<file path="config.mk">
export PLATFORM = sky130hd
export DESIGN_NAME = iem_second_irq_output_enable_mask
export DESIGN_NICKNAME = d
export VERILOG_FILES = /design/src/iem_pkg.sv /design/src/iem_second_irq_output_enable_mask.sv
export SDC_FILE = /design/constraint.sdc
export NUM_CORES = 1
export LEC_CHECK = 0
export BUFFER_PORTS_ARGS = -buffer_cell sky130_fd_sc_hd__buf_2
export CORE_ASPECT_RATIO = 1.4
export CORE_MARGIN = 2
export CORE_UTILIZATION = 46
export CTS_CLUSTER_SIZE = 25
export DETAILED_ROUTE_END_ITERATION = 6
export MAX_ROUTING_LAYER = met4
export PLACE_DENSITY_LB_ADDON = 0.15
export SYNTH_ARGS = -nofsm -noshare
export SYNTH_HDL_FRONTEND = slang
export SYNTH_SLANG_ARGS = --single-unit
</file>
<file path="constraint.sdc">
create_clock -name sys_clk -period 1.3 [get_ports sys_clk]
set_clock_uncertainty 0.05 [all_clocks]
set_input_delay 0.195 -clock sys_clk [delete_from_list [all_inputs] [get_ports sys_clk]]
set_output_delay 0.195 -clock sys_clk [all_outputs]
set_load 0.01 [all_outputs]
</file>
<file path="src/iem_pkg.sv">
// Package of register map and field constants for the second interrupt masks
package iem_pkg;
  localparam logic [7:0] IEM_ADDR_SUPPLY_CFG = 8'h7D;
  localparam logic [7:0] IEM_ADDR_LED_COMPL  = 8'h7E;
  localparam logic [7:0] IEM_ADDR_CHIP_ID    = 8'hFF;
  localparam int         IEM_BIT_NINTH       = 7;
  localparam int         IEM_BIT_SUPPLY      = 6;
  localparam int         IEM_BIT_BAD_SETUP   = 2;
  localparam logic [7:0] IEM_SUPPLY_CFG_MASK = 8'hC4;
  localparam logic [7:0] IEM_RESET_VAL       = 8'h00;
  // Arbitrary neutral identification value
  localparam logic [7:0] IEM_CHIP_ID_DEFAULT = 8'h5A;
endpackage

</file>
<file path="src/iem_second_irq_output_enable_mask.sv">
// Second interrupt output enable masks and chip identifier register
// Function
// - Second irq rises on enabled status-2 flags, bits 7, 6 and 2.
// - Supply monitor off when both supply range enables are zero.
// - Mask 0x7E gates eight compliance flags; resets zero, read/write.
// - Read-only chip identifier at 0xFF; writes are ignored.
`timescale 1ns/10ps
`default_nettype none
module iem_second_irq_output_enable_mask
  import iem_pkg::*;
#(
  parameter logic [7:0] CHIP_ID_CODE = IEM_CHIP_ID_DEFAULT,
  parameter int         DRIVER_COUNT = 8
) (
  input  wire logic       sys_clk,
  input  wire logic       sys_rst,
  input  wire logic       reg_wr_en,
  input  wire logic       reg_rd_en,
  input  wire logic [7:0] reg_addr,
  input  wire logic [7:0] reg_wr_data,
  output logic      [7:0] reg_rd_data,
  input  wire logic       supply_out_of_range_flag,
  input  wire logic       bad_setup_flag,
  input  wire logic       ninth_driver_compliance_flag,
  input  wire logic [7:0] driver_compliance_flag_n,
  input  wire logic       supply_range_irq_a_en,
  input  wire logic       pulse_warning_irq_b_en,
  output logic            supply_monitor_enable,
  output logic            second_irq_output
);

  // Ports and masks are one byte wide, so only eight drivers fit
  generate
    if (DRIVER_COUNT != 8) begin : g_bad_count
      $error("DRIVER_COUNT must be 8 to fit one register");
    end
  endgenerate

  logic [7:0] mask_supply_cfg_q;
  logic [7:0] mask_led_compl_q;
  logic [7:0] led_hits;
  logic       status2_hit;

  function automatic logic addr_hit(input logic [7:0] a, input logic [7:0] t);
    return a == t;
  endfunction

  // Only writable bits are stored, so reserved bits read zero
  always_ff @(posedge sys_clk) begin
    if (sys_rst) begin
      mask_supply_cfg_q <= IEM_RESET_VAL;
    end else if (reg_wr_en && addr_hit(reg_addr, IEM_ADDR_SUPPLY_CFG)) begin
      mask_supply_cfg_q <= reg_wr_data & IEM_SUPPLY_CFG_MASK;
    end
  end

  always_ff @(posedge sys_clk) begin
    if (sys_rst) begin
      mask_led_compl_q <= IEM_RESET_VAL;
    end else if (reg_wr_en && addr_hit(reg_addr, IEM_ADDR_LED_COMPL)) begin
      mask_led_compl_q <= reg_wr_data;
    end
  end

  // Chip identifier has no storage; writes fall through
  always_ff @(posedge sys_clk) begin
    if (sys_rst) begin
      reg_rd_data <= IEM_RESET_VAL;
    end else if (reg_rd_en) begin
      case (reg_addr)
        IEM_ADDR_SUPPLY_CFG: reg_rd_data <= mask_supply_cfg_q;
        IEM_ADDR_LED_COMPL:  reg_rd_data <= mask_led_compl_q;
        IEM_ADDR_CHIP_ID:    reg_rd_data <= CHIP_ID_CODE;
        default:             reg_rd_data <= IEM_RESET_VAL;
      endcase
    end
  end

  genvar gi;
  generate
    for (gi = 0; gi < DRIVER_COUNT; gi++) begin : g_led
      assign led_hits[gi] = driver_compliance_flag_n[gi]
                          & mask_led_compl_q[gi];
    end
  endgenerate

  assign status2_hit =
      (ninth_driver_compliance_flag & mask_supply_cfg_q[IEM_BIT_NINTH])
    | (supply_out_of_range_flag & mask_supply_cfg_q[IEM_BIT_SUPPLY])
    | (bad_setup_flag & mask_supply_cfg_q[IEM_BIT_BAD_SETUP]);

  // Pulse warning enable is combined here; software keeps others clear
  always_ff @(posedge sys_clk) begin
    if (sys_rst) begin
      second_irq_output <= 1'h0;
    end else begin
      second_irq_output <= status2_hit | (|led_hits)
                         | pulse_warning_irq_b_en;
    end
  end

  // Monitor runs while either output could still report a supply fault
  always_ff @(posedge sys_clk) begin
    if (sys_rst) begin
      supply_monitor_enable <= 1'h0;
    end else begin
      supply_monitor_enable <= supply_range_irq_a_en
                             | mask_supply_cfg_q[IEM_BIT_SUPPLY];
    end
  end
endmodule
`default_nettype wire

</file>
==> impl_summary.md <==
Synth
The library cell occupying the most area in the post-synthesis netlist is sky130_fd_sc_hd__dfxtp_1. The commonest cells after synthesis are sky130_fd_sc_hd__dfxtp_1 (21), sky130_fd_sc_hd__nand4_1 (17), sky130_fd_sc_hd__a21oi_1 (14). Counting every net in the synthesized netlist gives 155.

In the synthesized netlist the async set-or-reset flop fraction comes to 0. The cell area after synthesis is 1040 sq um. Yosys instantiated no cell more often than sky130_fd_sc_hd__dfxtp_1. The synthesized instance count is approximately 120. The leading register cell type out of synthesis is sky130_fd_sc_hd__dfxtp_1. By area the synthesized netlist is led by sky130_fd_sc_hd__dfxtp_1 (40%), sky130_fd_sc_hd__nand4_1 (10%), sky130_fd_sc_hd__o31ai_1 (7.9%), sky130_fd_sc_hd__a21oi_1 (6.7%), sky130_fd_sc_hd__a22oi_1 (5.0%). The number of warnings printed during yosys synthesis is 0. The proportion of netlist area held by the largest area contributor is 0.402. In this run, synthesis inferred 0 flip-flops with an integrated enable. The number of storage elements in the synthesis netlist is 21. The share of synthesized area occupied by flip-flops and latches is 0.402. After synthesis, the netlist uses 25 different library cells. The average cell area after synthesis is roughly 8.6 sq um.

Global routing
For this run the aggregate overflow at the end of global routing stands at 0. The all-layer global routing usage is 0.239. After global routing, the most crowded layer is met2. For this run, global-route usage on met3 was measured as 0.0179.

For met1 alone, demand over resource in global routing was 0.275. The initial antenna violation count is 0. The first-pass GRT wire length is 4.53 mm. Entering global routing, the biggest net connects 15 pins. For met2 alone, demand over resource in global routing was 0.424. The via count of the first global-routing pass came to 1,025.

CTS
The clock tree buffer depth is 2. The number of setup buffers added after CTS is 0. The number of hold-repair buffers added at the cts stage is 0.

The clock sink count is 21. After clock tree synthesis, the repair step resized 0 gates. The later-pin clock latency in the skew report is 0.31 ns. In this run, CTS created clock tree buffers numbering 3. TritonCTS built the clock tree. The cell at the root of the clock tree is sky130_fd_sc_hd__clkbuf_4. The deepest level of the CTS H-tree is 1. The clock edge transition at the registers on the reported setup and hold paths is 0.12 ns.

Pwr
In this run the power spent charging and discharging nets is 303 uW. The leakage power total is between 0.0005 and 0.0006 uW. The proportion of total power due to net switching is 0.266. The combinational power share is 0.141. Of the total power, the clock network draws 0.285.

Power spread over the standard cell area amounts to 867 nW/um^2. The worst-case IR drop observed on VDD is approximately 0.00056 V. Of the total power, registers draw 0.574. The cell internal power dissipation is between 800 and 900 uW.

Setup path
STA classifies the critical path startpoint as a flop. Data arrives at the worst endpoint at 1.24 ns. Data on the critical path is required at its endpoint by 1.48 ns. The number of buffers and inverters on the critical path is 0.

The cell type group with the largest total delay on the critical path is flip-flops. Of all nets on the critical path, the largest fanout is 3. The slowest stage of the critical path is the sky130_fd_sc_hd__dfxtp_1 cell. For flop-to-flop paths, the worst setup slack is approximately 0.24 ns.

The worst setup path is of the flop to flop kind. STA classifies the critical path endpoint as a flop. On the worst path, the slowest cell contributes a delay of roughly 0.4 ns. Traced cell by cell, the critical path runs through nor3b_1 -> o21ai_0 -> a211oi_1.

Finish
The number of antenna diodes in the final layout is 0. Excluding fillers, the count of instances in the completed layout stands at about 190. The area overhead of the layout relative to synthesis is 26.0%. The cell area after layout is 1320 sq um. Measured on the finished design, the core utilization comes to 0.612. The number of nets in the layout is 198. In the final layout, the share of cells above drive strength 1 is 0.335.

Routing
The DRC violation count after routing is 0. The detailed-routing iteration count for the pre-antenna-repair pass is 4. The average wire per cell in the routed design is about 15 um. The detailed router finished its first iteration with 25 violations. Dividing the detail-routed via count by the number of cells gives 6.09. The number of vias in the routed layout is about 1.1k. The number of nets with antenna violations after routing is 0. The total wire length is between 2 and 3 mm.

Floorplan
The initial cell density of the core is 0.485. After floorplanning, the core was sized to cover 2150 sq um. The die covers 2670 sq um. The floorplan has 20 rows. The overall die width is 44.3 um. The height of the die is 60.4 um.

The count of boundary I/O pins is 43.

STA
The shortest period the worst path allows is 1.06 ns. The achievable clock frequency is 946 MHz. The worst hold slack after final layout is 0.0308 ns. The final number of hold-violating endpoints is 0.

The ratio of final minimum period to clock period is 0.814. The number of failing setup endpoints in the final timing report is 0. Headroom to the max-slew limit came out at 0.800. The max-slew violation count was 0. At the pin with the least slew margin, the transition time is 0.300 ns. Summed over all failing endpoints, the final setup total negative slack is 0 ns. Setup repair after global routing left no endpoint under its margin.

Place
The congestion estimate from routability-driven global placement came to 0.922. Summed over all nets, the half-perimeter wirelength after detailed placement is 2.21 mm. The number of buffers inserted by port buffering is 42.

After detailed placement, the total cell area comes to 1290 sq um. Once placement completed, the tool counted placed cells totaling 182.

Hold path
The class of the worst hold path is primary input to flop.

Run
The tool flagged a number of max-cap violations equal to 0.

Status
The flow ran to the end, and the final reports show no timing, DRC or antenna violations.
## power groups by stage
| stage | Sequential (uW) | Clock [uW] | Combinational [uW] |
|---|---|---|---|
| final | 655 | 326 | 160 |
| after floorplan | 673 | 0 | 65.7 |
| after global placement | 669 | 0 | 155 |
| after global routing | 656 | 347 | 175 |
| after detailed placement | 669 | 0 | 160 |
| after CTS | 655 | 323 | 160 |
## through the flow
stage / setup slack [ns] / power (uW)
2_1_floorplan: 0.250 / 739
4_1_cts: 0.246 / 1140
5_1_grt: 0.160 / 1180
3_5_place_dp: 0.0737 / 829
3_3_place_gp: 0.0952 / 823
6_report: 0.242 / 1140
## routing by layer
metal	vias up	part of all wire	routed length [um]
li1	562	-	-
met5	-	0	0
met3	4	0.053	152
met2	39	0.53	1520
met4	0	0.014	40
met1	528	0.40	1170
## path summary, 6_finish.rpt
path,startpoint,end,depth (start not counted)
setup / recovery,mask_led_compl_q[6]$_SDFFE_PP0P_,reg_rd_data[6]$_SDFFE_PP0P_,3
hold / removal,supply_range_irq_a_en,supply_monitor_enable$_SDFF_PP0_,3
setup reg to reg,mask_led_compl_q[6]$_SDFFE_PP0P_,reg_rd_data[6]$_SDFFE_PP0P_,3
hold reg to reg,reg_rd_data[0]$_SDFFE_PP0P_,reg_rd_data[0]$_SDFFE_PP0P_,2
## kinds of logic (layout without fill, tap and decap cells)
family,after synthesis,after routing,share of synthesized area
buffers and inverters,15,57,0.0623
DFF,21,21,0.402
and+or+nand+nor,43,43,0.262
AOI/OAI and AO/OA,43,43,0.273
## tightest hold or removal path: stages
cell                     delay, ns
sky130_fd_sc_hd__buf_2        0.07
sky130_fd_sc_hd__nor2_1       0.03
sky130_fd_sc_hd__nor2_1       0.06
## state kept, by name, indices dropped and copies added, names as in the netlist
name / count
reg_rd_data: 8
mask_supply_cfg_q: 3
mask_led_compl_q: 8
second_irq_output: 1
supply_monitor_enable: 1
## layout by cell type, fill, tap and decap left out
cell | netlist | layout
sky130_fd_sc_hd__a22oi_1 | 7 | 7
sky130_fd_sc_hd__clkinv_2 | 0 | 1
sky130_fd_sc_hd__nor2_1 | 5 | 5
sky130_fd_sc_hd__nand2b_1 | 1 | 1
sky130_fd_sc_hd__and2_1 | 4 | 4
sky130_fd_sc_hd__buf_2 | 4 | 42
sky130_fd_sc_hd__inv_1 | 3 | 3
sky130_fd_sc_hd__nor4bb_1 | 1 | 1
sky130_fd_sc_hd__nand4_1 | 17 | 17
sky130_fd_sc_hd__nand2_1 | 5 | 5
sky130_fd_sc_hd__and4b_1 | 1 | 1
sky130_fd_sc_hd__a31oi_1 | 3 | 3
sky130_fd_sc_hd__o31ai_1 | 11 | 11
sky130_fd_sc_hd__nor2b_1 | 3 | 3
sky130_fd_sc_hd__a21oi_1 | 14 | 14
sky130_fd_sc_hd__a41oi_1 | 1 | 1
sky130_fd_sc_hd__a211oi_1 | 4 | 4
sky130_fd_sc_hd__nand4bb_1 | 2 | 2
sky130_fd_sc_hd__nor3b_1 | 1 | 1
sky130_fd_sc_hd__and4_1 | 2 | 2
sky130_fd_sc_hd__buf_4 | 1 | 8
sky130_fd_sc_hd__o21ai_0 | 1 | 1
sky130_fd_sc_hd__and4bb_2 | 1 | 1
sky130_fd_sc_hd__o32ai_1 | 2 | 2
sky130_fd_sc_hd__dfxtp_1 | 21 | 21
sky130_fd_sc_hd__clkbuf_4 | 0 | 3
## cell type report
type	instances	area, sq um
clock buffer	3	22.5
clock inverter	1	5.00
fill	198	836
inverter	3	11.3
multi-input combinational	86	559
sequential	21	420
tap	22	27.5
timing repair buffer	50	270
Note: power is estimated with default switching activity, not from simulation.
